[src/pkg/adc_cycle_pkg.sv]
// Shared constants, states and carriers of the converter cycle controller
package adc_cycle_pkg;

    // ==========================================================
    // Serial word
    localparam int         WORD_BITS    = 32;
    localparam logic [5:0] WORD_LAST    = 6'h1F;
    localparam logic [5:0] WORD_FULL    = 6'h20;
    localparam int         BIT_EOC      = 31;
    localparam int         BIT_FIXED    = 30;
    localparam int         BIT_SIGN     = 29;
    localparam int         BIT_MSB      = 28;

    // ==========================================================
    // Selection word fields, numbered as first bit in = bit 31
    localparam int         SEL_EN_POS   = 31;
    localparam int         SEL_GREF_POS = 30;
    localparam int         SEL_CH_POS   = 26;
    localparam int         SEL_OSR_POS  = 23;
    localparam int         SEL_TWOX_POS = 22;
    localparam logic [5:0] SDI_MIN_BITS = 6'h0A;

    // ==========================================================
    // Values after reset
    localparam logic [3:0] CH_DEFAULT   = 4'h0;
    localparam logic       GREF_DEFAULT = 1'b0;
    localparam logic [2:0] OSR_DEFAULT  = 3'h0;
    localparam logic       TWOX_DEFAULT = 1'b0;

    // ==========================================================
    // Pin positions in the synchroniser vector
    localparam int PIN_CS  = 0;
    localparam int PIN_SCK = 1;
    localparam int PIN_SDI = 2;
    localparam int PIN_SEL = 3;
    localparam int PIN_F0  = 4;
    localparam int PIN_N   = 5;

    // ==========================================================
    // Timing
    localparam int          CLK_PERIOD_NS  = 40;
    localparam int          ISCK_PERIOD_NS = 1111;
    localparam int          ISCK_HALF_CYC  = (ISCK_PERIOD_NS / 2) / CLK_PERIOD_NS;
    localparam int          CONV_TIME_NS   = 1130000;
    localparam int          CONV_CYC       = CONV_TIME_NS / CLK_PERIOD_NS;
    localparam int          F0_IDLE_NS     = 10000;
    localparam int          F0_IDLE_CYC    = (F0_IDLE_NS + CLK_PERIOD_NS - 1) / CLK_PERIOD_NS;
    localparam int          OSR_BASE       = 256;
    localparam int          EOSC_PER_OSR   = 40;
    localparam logic [31:0] EOSC_BASE      = 32'(EOSC_PER_OSR * OSR_BASE);
    localparam logic [31:0] EOSC_FIXED     = 32'h0000_00B2;

    // ==========================================================
    // Types
    typedef enum logic [1:0] {PH_CONVERT, PH_SLEEP, PH_OUTPUT} phase_e;

    typedef struct packed {
        logic [3:0] chan;
        logic       gref;
        logic [2:0] oversampling_ratio;
        logic       twox;
    } cfg_s;

    typedef struct packed {
        logic        sign;
        logic [23:0] value;
        logic [4:0]  sub;
        logic        over;
        logic        under;
    } res_s;

endpackage

[src/core/adc_cycle_ctrl.sv]
// Cycle sequencer, serial port and result buffer of the converter
`timescale 1ns/1ps

// ==========================================================
// What this block does
// RQ1 - Busy high converting, low until next conversion
// RQ2 - Select pin low: host drives serial clock
// RQ3 - Select pin high: device drives serial clock
// RQ4 - Host word sets next conversion settings
// RQ5 - Reset defaults: first pair, ratio 256, 1x
// RQ6 - Update bit low keeps previous settings
// RQ7 - Input bits sampled during data output
// RQ8 - First conversion after change is valid
// RQ9 - Tied frequency pin: internal oscillator timing
// RQ10 - Chip select low enables output, wakes
// RQ11 - Sleep after conversion while select high
// RQ12 - Select high during output aborts, converts
// RQ13 - Select high: data output high impedance
// RQ14 - Data pin shows conversion status otherwise
// RQ15 - Clock pin direction follows select pin
// RQ16 - Convert, sleep, output, repeated forever
// RQ17 - Result held unchanged throughout sleep
// RQ18 - 1x mode outputs just completed result
// RQ19 - Data changes on falling clock edges
// RQ20 - Output ends after 32 bits, then converts
// RQ21 - Distinct codes for over and under range
// RQ22 - One bit selects global reference pair
// RQ23 - Word: status, 24-bit result, 5 sub bits
// RQ24 - Sign and MSB equal flag range faults
// RQ25 - 32nd falling edge drives data high
// RQ26 - Host may clock frequency pin externally
// RQ27 - Selection word layout held as constants

// ==========================================================
// Result buffer between front end and output shifter
module result_fifo #(
    parameter int W     = 32,
    parameter int DEPTH = 8
) (
    // Clock and reset
    input  wire logic         clk,
    input  wire logic         nrst,
    // Fill side
    input  wire logic         in_valid,
    input  wire logic [W-1:0] in_data,
    output logic              in_ready,
    // Drain side
    output logic              out_valid,
    output logic [W-1:0]      out_data,
    input  wire logic         out_ready
);
    import adc_cycle_pkg::*;

    localparam int AW = (DEPTH > 1) ? $clog2(DEPTH) : 1;
    localparam int CW = $clog2(DEPTH + 1);

    typedef struct packed {
        logic [DEPTH-1:0][W-1:0] mem;
        logic [AW-1:0]           wp;
        logic [AW-1:0]           rp;
        logic [CW-1:0]           cnt;
        logic                    rdy;
    } fifo_s;

    fifo_s q;
    fifo_s d;
    logic  push;
    logic  pop;

    // Ready is registered so the top output comes from a flop
    always_comb begin
        d    = q;
        push = in_valid && q.rdy;
        pop  = out_valid && out_ready;
        if (push) begin
            d.mem[q.wp] = in_data;
            d.wp = (q.wp == AW'(DEPTH - 1)) ? '0 : q.wp + 1'b1;
        end
        if (pop) begin
            d.rp = (q.rp == AW'(DEPTH - 1)) ? '0 : q.rp + 1'b1;
        end
        d.cnt = q.cnt + CW'(push) - CW'(pop);
        d.rdy = (d.cnt != CW'(DEPTH));
    end

    // State register
    always_ff @(posedge clk) begin
        if (!nrst) begin
            q <= '0;
        end else begin
            q <= d;
        end
    end

    // Drain side view
    assign out_valid = (q.cnt != '0);
    assign out_data  = q.mem[q.rp];
    assign in_ready  = q.rdy;

endmodule // result_fifo

// ==========================================================
// Top: cycle sequencer and serial port
module adc_cycle_ctrl #(
    parameter int CONV_LEN   = adc_cycle_pkg::CONV_CYC,
    parameter int FIFO_DEPTH = 8
) (
    // Clock and reset
    input  wire logic                 CLOCK,
    input  wire logic                 NRST,
    // Serial pins
    input  wire logic                 CS_N,
    input  wire logic                 SDI,
    input  wire logic                 SCK_I,
    output logic                      SCK_O,
    output logic                      SCK_OE,
    output logic                      SDO_O,
    output logic                      SDO_OE,
    output logic                      BUSY,
    // Mode pins
    input  wire logic                 SCK_SOURCE_SELECT,
    input  wire logic                 CONVERSION_CLOCK_PIN,
    // Front end control
    output logic                      CONV_START,
    output adc_cycle_pkg::cfg_s       CONV_CFG,
    output logic                      OSC_EXTERNAL,
    output logic                      SLEEP,
    // Front end results
    input  wire logic                 RES_VALID,
    input  wire adc_cycle_pkg::res_s  RES_DATA,
    output logic                      RES_READY
);
    import adc_cycle_pkg::*;

    typedef struct packed {
        logic [PIN_N-1:0] s1;
        logic [PIN_N-1:0] s2;
        logic [PIN_N-1:0] s3;
        logic [PIN_N-1:0] flt;
        phase_e           ph;
        logic             kick;
        logic [31:0]      tmr;
        logic             run_ext;
        logic [7:0]       f0_idle;
        logic             f0_ext;
        cfg_s             cfg;
        logic [31:0]      sreg;
        logic [31:0]      sdi_w;
        logic [5:0]       fcnt;
        logic [5:0]       rcnt;
        logic [4:0]       div;
        logic             sck_o;
        logic             sck_oe;
        logic             sdo_o;
        logic             sdo_oe;
        logic             busy;
        logic             start;
        logic             sleep;
    } st_s;

    st_s              q;
    st_s              d;
    logic [PIN_N-1:0] agree;
    logic             cs_n;
    logic             int_sck;
    logic             rise;
    logic             fall;
    logic             f0_rise;
    logic             tick;
    logic             pop;
    logic             fifo_ov;
    res_s             fifo_res;

    // Conversion length in clocks or in frequency-pin edges
    function automatic logic [31:0] conv_ticks(input logic [2:0] oversampling_ratio,
                                               input logic sck_source_select);
        logic [31:0] base;
        base = sck_source_select ? EOSC_BASE : 32'(CONV_LEN);
        conv_ticks = (base << oversampling_ratio) + (sck_source_select ? EOSC_FIXED : 32'h0000_0000);
    endfunction

    // Output word with status bits and range codes
    function automatic logic [31:0] out_word(input res_s r);
        logic [31:0] w;
        w = {2'b00, r.sign, r.value, r.sub}; // RQ23
        w[BIT_EOC]   = 1'b0;
        w[BIT_FIXED] = 1'b0;
        if (r.over) begin
            w[BIT_SIGN] = 1'b1; // RQ21 RQ24
            w[BIT_MSB]  = 1'b1; // RQ24
        end else if (r.under) begin
            w[BIT_SIGN] = 1'b0; // RQ21 RQ24
            w[BIT_MSB]  = 1'b0; // RQ24
        end
        out_word = w;
    endfunction

    // Results queue up here; its ready stalls the front end
    result_fifo #(
        .W     ($bits(res_s)),
        .DEPTH (FIFO_DEPTH)
    ) result_fifo_inst (
        .clk       (CLOCK),
        .nrst      (NRST),
        .in_valid  (RES_VALID),
        .in_data   (RES_DATA),
        .in_ready  (RES_READY),
        .out_valid (fifo_ov),
        .out_data  (fifo_res),
        .out_ready (pop)
    );

    // Next state of the whole controller
    always_comb begin
        d       = q;
        d.start = 1'b0;
        pop     = 1'b0;

        // Pins: a change counts once stages two and three agree
        d.s1  = {CONVERSION_CLOCK_PIN, SCK_SOURCE_SELECT, SDI, SCK_I, CS_N};
        d.s2  = q.s1;
        d.s3  = q.s2;
        agree = ~(q.s2 ^ q.s3);
        d.flt = (agree & q.s3) | (~agree & q.flt);
        cs_n  = d.flt[PIN_CS];

        // Frequency pin counts as a clock only while it toggles
        f0_rise = d.flt[PIN_F0] & ~q.flt[PIN_F0];
        if (f0_rise) begin
            d.f0_idle = 8'h00;
        end else if (q.f0_idle != 8'hFF) begin
            d.f0_idle = q.f0_idle + 1'b1;
        end
        d.f0_ext = (d.f0_idle < 8'(F0_IDLE_CYC)); // RQ9 RQ26

        // Serial clock source follows the select pin
        int_sck = d.flt[PIN_SEL]; // RQ2 RQ3 RQ15
        rise    = 1'b0;
        fall    = 1'b0;
        if (q.ph == PH_OUTPUT && int_sck) begin
            if (q.div == 5'h00) begin
                d.div   = 5'(ISCK_HALF_CYC - 1);
                d.sck_o = ~q.sck_o; // RQ3
                rise    = ~q.sck_o;
                fall    = q.sck_o;
            end else begin
                d.div = q.div - 1'b1;
            end
        end else if (q.ph == PH_OUTPUT) begin
            d.sck_o = 1'b0;
            rise    = d.flt[PIN_SCK] & ~q.flt[PIN_SCK]; // RQ2
            fall    = ~d.flt[PIN_SCK] & q.flt[PIN_SCK];
        end else begin
            d.sck_o = 1'b0;
        end

        // Cycle sequencer
        tick = q.run_ext ? f0_rise : 1'b1;
        case (q.ph)
            PH_CONVERT: begin
                d.busy  = 1'b1; // RQ1
                d.sleep = 1'b0;
                if (q.kick) begin
                    d.kick  = 1'b0;
                    d.start = 1'b1;
                end
                // Timer waits for the start pulse so a conversion is never short
                if (q.tmr != 32'h0000_0000 && tick && !q.kick) begin
                    d.tmr = q.tmr - 1'b1;
                end
                // Done when timed out and the matching result is here
                if (q.tmr == 32'h0000_0000 && fifo_ov && !q.kick) begin
                    pop     = 1'b1;
                    d.sreg  = out_word(fifo_res); // RQ18 RQ8
                    d.busy  = 1'b0; // RQ1
                    d.sleep = 1'b1; // RQ11
                    d.ph    = PH_SLEEP; // RQ16
                end
            end
            PH_SLEEP: begin
                // Shifter is left alone so the result keeps
                d.sleep = 1'b1; // RQ11 RQ17
                if (!cs_n) begin
                    d.sleep = 1'b0; // RQ10
                    d.ph    = PH_OUTPUT; // RQ16
                    d.fcnt  = 6'h00;
                    d.rcnt  = 6'h00;
                    d.sdi_w = 32'h0000_0000;
                    d.div   = 5'(ISCK_HALF_CYC - 1);
                end
            end
            default: begin
                // Host bits are taken on rising edges
                if (rise && q.rcnt != WORD_FULL) begin
                    d.sdi_w[5'(WORD_LAST - q.rcnt)] = d.flt[PIN_SDI]; // RQ7
                    d.rcnt = q.rcnt + 1'b1;
                end
                // Data moves on falling edges
                if (fall) begin
                    d.sreg = {q.sreg[30:0], 1'b0}; // RQ19
                    d.fcnt = q.fcnt + 1'b1;
                end
                // End of frame or abort both start a conversion
                if (cs_n || (fall && q.fcnt == WORD_LAST)) begin // RQ12 RQ20
                    d.ph           = PH_CONVERT; // RQ16
                    d.busy         = 1'b1; // RQ1
                    d.sreg[BIT_EOC] = 1'b1; // RQ25
                    d.start        = 1'b1;
                    d.run_ext      = q.f0_ext; // RQ9
                    // Apply only a word that reached all its fields
                    if (d.rcnt >= SDI_MIN_BITS && d.sdi_w[SEL_EN_POS]) begin // RQ6
                        d.cfg.chan = d.sdi_w[SEL_CH_POS +: 4]; // RQ4 RQ27
                        d.cfg.gref = d.sdi_w[SEL_GREF_POS]; // RQ22
                        d.cfg.oversampling_ratio  = d.sdi_w[SEL_OSR_POS +: 3]; // RQ4
                        d.cfg.twox = d.sdi_w[SEL_TWOX_POS]; // RQ4
                    end
                    d.tmr = conv_ticks(d.cfg.oversampling_ratio, q.f0_ext);
                end
            end
        endcase

        // Pin drivers
        d.sdo_oe = ~cs_n; // RQ10 RQ13
        d.sdo_o  = (d.ph == PH_OUTPUT) ? d.sreg[BIT_EOC] : d.busy; // RQ14
        d.sck_oe = (d.ph == PH_OUTPUT) && int_sck; // RQ15
    end

    // State register; reset starts a conversion on the defaults
    always_ff @(posedge CLOCK) begin
        if (!NRST) begin
            q           <= '0;
            q.ph        <= PH_CONVERT; // RQ16
            q.kick      <= 1'b1;
            q.busy      <= 1'b1;
            q.tmr       <= 32'(CONV_LEN);
            q.f0_idle   <= 8'hFF;
            q.cfg.chan  <= CH_DEFAULT; // RQ5
            q.cfg.gref  <= GREF_DEFAULT; // RQ5
            q.cfg.oversampling_ratio   <= OSR_DEFAULT; // RQ5
            q.cfg.twox  <= TWOX_DEFAULT; // RQ5
            q.sreg      <= 32'h8000_0000;
            // Select idles high so no false frame follows reset
            q.s1[PIN_CS]  <= 1'b1; // RQ13
            q.s2[PIN_CS]  <= 1'b1;
            q.s3[PIN_CS]  <= 1'b1;
            q.flt[PIN_CS] <= 1'b1;
        end else begin
            q <= d;
        end
    end

    // Outputs straight from the state register
    assign SCK_O        = q.sck_o;
    assign SCK_OE       = q.sck_oe;
    assign SDO_O        = q.sdo_o;
    assign SDO_OE       = q.sdo_oe;
    assign BUSY         = q.busy;
    assign CONV_START   = q.start;
    assign CONV_CFG     = q.cfg;
    assign OSC_EXTERNAL = q.run_ext;
    assign SLEEP        = q.sleep;

endmodule // adc_cycle_ctrl

[config.mk]
export PLATFORM = sky130hd
export DESIGN_NAME = adc_cycle_ctrl
export DESIGN_NICKNAME = d
export VERILOG_FILES = /design/src/pkg/adc_cycle_pkg.sv /design/src/core/adc_cycle_ctrl.sv
export SDC_FILE = /design/constraint.sdc
export NUM_CORES = 1
export LEC_CHECK = 0
export BUFFER_PORTS_ARGS = -buffer_cell sky130_fd_sc_hd__buf_2
export CAP_MARGIN = 20
export CORE_MARGIN = 8
export CORE_UTILIZATION = 37
export CTS_CLUSTER_DIAMETER = 120
export CTS_CLUSTER_SIZE = 8
export DETAILED_ROUTE_END_ITERATION = 10
export SETUP_SLACK_MARGIN = 0.4
export SLEW_MARGIN = 0
export SYNTH_ARGS = -nofsm -noshare
export SYNTH_HDL_FRONTEND = slang
export SYNTH_HIERARCHICAL = 1
export SYNTH_SLANG_ARGS = --single-unit
export TNS_END_PERCENT = 100
[constraint.sdc]
create_clock -name CLOCK -period 5 [get_ports CLOCK]
set_clock_uncertainty 0.15 [all_clocks]
set_input_delay 0 -clock CLOCK [delete_from_list [all_inputs] [get_ports CLOCK]]
set_output_delay 0 -clock CLOCK [all_outputs]
set_load 0.005 [all_outputs]
* Yosys cells after proc, flatten, opt, wreduce, memory -nomap -nowiden *
Index checks and enable logic that the tools add are counted.

word-level totals
  input bits = 40
  word-level logic and storage cells = 179
  register bits after elaboration = 429

cells by class
  bitwise logic cells = 17
  $add $sub $neg = 11
  reductions and logical operators = 34
  eq/ne operators = 13
  magnitude comparators = 7
  shifts and indexed selects = 1
  mux-type cells = 56

operators with widths
  kind                                                count
  bitwise mux 256 bit                                 1
  2-to-1 mux 32 bit                                   7
  one-hot mux 32 bit (2 select lines)                 2
  binary-select mux 32 bit (select 3 bit)             1
  demux 32 bit (select 3 bit)                         1
  one-hot mux 44 bit (2 select lines)                 1
  2-to-1 mux 49 bit                                   1
  2-to-1 mux 33 bit                                   1
  adder 32 x 8 -> 32 bit                              1
  bitwise mux 32 bit                                  1
  zero test 32 bit                                    1
  nonzero test 32 bit                                 1
  left shift 15 x 3 -> 32 bit                         1
  subtractor 32 x 1 -> 32 bit, second input constant  1
  2-to-1 mux 9 bit                                    3
  2-to-1 mux 8 bit                                    3
  2-to-1 mux 6 bit                                    3
  2-to-1 mux 1 bit                                    15
  2-to-1 mux 15 bit                                   1
  2-to-1 mux 5 bit                                    3
  AND reduction 3 bit                                 5
  logical AND 1 bit                                   13
  adder 6 x 1 -> 6 bit, second input constant         2
  2-to-1 mux 2 bit                                    6
  other kinds (40)                                    64

* Logic depth before layout (Yosys ltp) *
  depth in word-level cells = 20
  mapped depth = 19
  mapped depth without buffers = 17

* Modules after synthesis *
Netlist, hierarchy kept.

by module, submodules not included
  module          cells each  times used  area an instance (µm²)  sequential area each (µm²)
  result_fifo     1388        1           12251.8                 5345.1
  adc_cycle_ctrl  862         1           7126.8                  2802.7

* Least setup slack after synthesis *
Ideal clock, no wire load.

  kind = register -> register
  from = reg, netlist name q[116]
  to = reg result_fifo_inst.q (netlist bit result_fifo_inst/in_ready)
  arrival time = 4.125 ns
  buffers on the path = 1
  cell stages (with the launch flop) = 17
  required time = 4.728 ns
  clock period less this slack = 4.397 ns
  library setup time = 0.122 ns
  slack = 0.603 ns
  cells stage by stage = dfxtp_1 or4_1 nor3_1 nand3_1 nor2_1 nand2_1 clkinv_1 clkbuf_1 inv_1 nor2_1 ha_1 inv_1 ha_1 fa_1 or3_1 or4_1 o311a_1

RTL lines
  element                 line                  text
  end signal: assignment  adc_cycle_ctrl.sv:89  q <= '0;
  end signal: assignment  adc_cycle_ctrl.sv:91  q <= d;
  end: declaration        adc_cycle_ctrl.sv:65  fifo_s q;

==> impl_metrics.toml <==
[outcome]
status = "finished, final reports clean"

[setup_path]
cpLargestDelayFamily = "compound AO/OA/AOI/OAI gates"
cp_data_required_time_ps = 5310
cp-end-kind = "flip-flop"
cp_slowest_cell = "dfxtp_1"
worstSetupStartpointType = "flip-flop"
cp.arrival_ps = 4600
worstPathMaxFanout = 7
cp_common_cell = "a21oi_1"
cpPeakStageDelay_ps = 360
path_cells = "inv_1 -> ha_1 -> nor4b_2 -> nor2b_1 -> o211ai_1 -> a21bo_1 -> a21boi_4 -> buf_4 -> mux2i_1 -> nand2_1 -> a21oi_1 -> ha_1 -> a21oi_1 -> nor2b_1 -> a21oi_1 -> xnor2_1 -> a222oi_1 -> nor2_1"
path_buf_inv = 2
critPathKind = "flip-flop to flip-flop"

[layout]
syn_to_final_growth_pct = 12.7
final_nets = 2271
final_layout_size_suffix_gt1_frac = 0.141
final_area_sq_um = 21800
fin_cells = 2899

[logic_synthesis]
synth_ff_type = "dfxtp_1"
ys_seq_area_frac = 0.420
avgSynthCellArea_sq_um = 8.61
synth_cells = 2250
async_reset_ff_frac = 0
synth_fp_nets = 2315
synth_edf_count = 0
syn-cell-area_sq_um = 19400
synthTopCellsByArea = "dfxtp_1 42%, a21oi_1 8.9%, mux4_2 7.4%"
yosys_warnings = 6
synth_top_area_cell = "dfxtp_1"
ys_seq_elements = 407
synth_top_cell_area_share = 0.420
synth_cell_types = 89

[grt]
grt-ovfl-total = 0
antenna_found_initial = 1
grt_pass1_vias = 16742
grt_max_degree = 147
grt_pass1_wl_um = 87800
grtUsageTotal = 0.174

[placement]
port_buffers = 57
place_congestion = 0.848
hpwl_um = 30400
postPlaceCellArea_sq_um = 19800
place_inst = 2783

[sta]
drv_slew = 0
slew_headroom = 0.259
final_hold_viol_count = 0
tightest_slew_ps = 1110
setup_viol = 0
fin_setup_tns_ps = 0
rsz0062_at_grt = "false"
period_share = 0.857
hold_slack_ps = 107
timing.fmax_mhz = 233
min_period_ps = 4290

[detailed_routing]
routed-via-count = 17115
routedWlPerCell_um = 18.5
wirelength_um = 53700
drt-initial-drc-count = 1560
dr.pass1.iters = 5
routed_via_density = 5.90
drc_errors = 0
drtAntennaViolNets = 0

[clocking]
clkTransAtPathRegs_ps = 50
ctsLongestPathBuffers = 3
numCtsBuffers = 56
cts_tree = "yes"
clk_latency_ps = 620
cts.sinks = 407
cts_max_level = 2
root_buffer = "clkbuf_16"

[die]
die_x_um = 245
placementRows = 84
dieArea_sq_um = 60000
io_pins = 58
die_h_um = 245
initial_core_util = 0.372
design.core.area_sq_um = 52100

[min_path]
hp-class = "primary input to flip-flop"

[power_and_ir_drop]
ir_drop_v = 0.000267
leakage_nw = 7.11
power.density_nw_per_um2 = 363

[flow_run]
max-cap-violations = 0
==> power breakdown <==
group	switching [mW]	internal (mW)	total (mW)	leakage, nW
Clock	1.38	1.97	3.36	0.723
Sequential	0.0994	3.35	3.45	3.29
Combinational	0.742	0.379	1.12	3.10
Total	2.22	5.70	7.93	7.11
==> state kept, by name (all words and copies together), names as in the netlist <==
register,flops
SCK_O,1
BUSY,1
q,113
OSC_EXTERNAL,1
d,10
SCK_OE,1
result_fifo_inst/q,266
result_fifo_inst/in_ready,1
SLEEP,1
CONV_START,1
SDO_O,1
SDO_OE,1
CONV_CFG,9
==> cells in the final DEF, fill, tap and decap left out, types with 4 or more instances in the layout <==
master and n:
ha_1 24, buf_4 39, and3_1 6, mux2i_1 13
nand2_1 112, or3_1 11, nand4_1 9, and2_1 24
inv_1 18, o21ai_0 277, a21oi_1 343, a22oi_1 36
nand3_1 284, nor4_1 9, mux4_2 64, nand2b_1 14
clkbuf_16 56, o22ai_1 5, dfxtp_1 403, xor2_1 12
nor2_1 82, xnor2_1 17, o21ai_1 43, nor3_1 23
or2_2 4, nor3b_1 4, dlygate4sd3_1 47, a31oi_1 6
mux2_2 38, nand4b_1 4, o211ai_1 5, o2111ai_1 7
nor2b_1 8, buf_2 57, a211oi_1 8
==> worst min-delay path: stages <==
cell and delay [ps]:
dlygate4sd3_1 530, buf_2 170, nand3_1 70, a21oi_1 50
==> kinds of logic after synthesis <==
group / count (synthesis) / synth area share
adders and majority gates: 27 / 0.0176
DFF: 407 / 0.420
muxes: 120 / 0.107
buffers and inverters: 268 / 0.0599
xor gates and xnor gates: 29 / 0.0131
AOI/OAI and AO/OA: 772 / 0.220
and+or+nand+nor: 627 / 0.162
==> what timing repair did <==
action                                 in CTS  in global routing
hold buffers                               47                  0
endpoints found under the hold margin     300                  0
setup endpoints to repair                   1                  3
setup buffers                               5                  0
resized for setup                           0                  7
gates cloned                                0                  0
==> path summary, 6_finish.rpt <==
kind,startpoint,endpoint,slack [ps],depth (start not counted)
worst max-delay path,q[12]$_SDFFE_PN0P_,q[115]$_SDFFE_PN0P_,710,18
worst min-delay path,RES_DATA[19],result_fifo_inst/q[190]$_SDFFE_PN0P_,110,4
worst max register to register,q[12]$_SDFFE_PN0P_,q[115]$_SDFFE_PN0P_,710,18
worst min register to register,d[154]$_SDFF_PN0_,d[149]$_SDFF_PN0_,280,1
==> synthesized netlist by cell type, types with 4 or more instances <==
library cell,instances
buf_2,54
o211ai_1,5
o22ai_1,5
nor3b_1,4
and3_1,7
xor2_1,12
buf_4,11
o21ai_1,43
buf_6,6
mux4_2,64
a21oi_1,344
nor2_1,83
o21ai_0,277
dfxtp_1,407
ha_1,24
nor3_1,24
clkbuf_1,170
or3_1,11
mux2_2,38
nand3_1,285
nand4_1,9
nor4_1,9
nand2_1,113
inv_1,20
a211oi_1,8
buf_1,5
a22oi_1,36
nor2b_1,10
mux2i_1,15
xnor2_1,17
a31oi_1,6
o2111ai_1,7
nand4b_1,4
and2_1,25
nand2b_1,16
==> layer usage <==
layer	share of wire	routed length, um	GRT usage	up-vias
met2	0.49	26100	0.292	565
li1	-	-	-	8045
met1	0.44	23400	0.227	8440
met5	0	0	0	-
met3	0.063	3380	0.0303	65
met4	0.016	884	0.0491	0
==> metrics by stage <==
stage,setup slack [ps],util,power [mW]
floorplan,603,-,4.29
global placement,581,0.379,4.55
detailed placement,363,0.379,4.59
CTS,507,0.418,8.00
global route,459,0.419,8.27
finish,713,0.419,7.93
==> area by class of cell <==
cell class / count / area (sq um)
fill: 5133 / 30300
multi-input combinational: 1575 / 10200
sequential: 407 / 8160
clock buffer: 59 / 1410
timing repair buffer: 144 / 1080
tap: 688 / 861
inverter: 22 / 87.6
clock inverter: 3 / 76.3
antenna: 1 / 2.50
(Power assumes the default switching activity.)
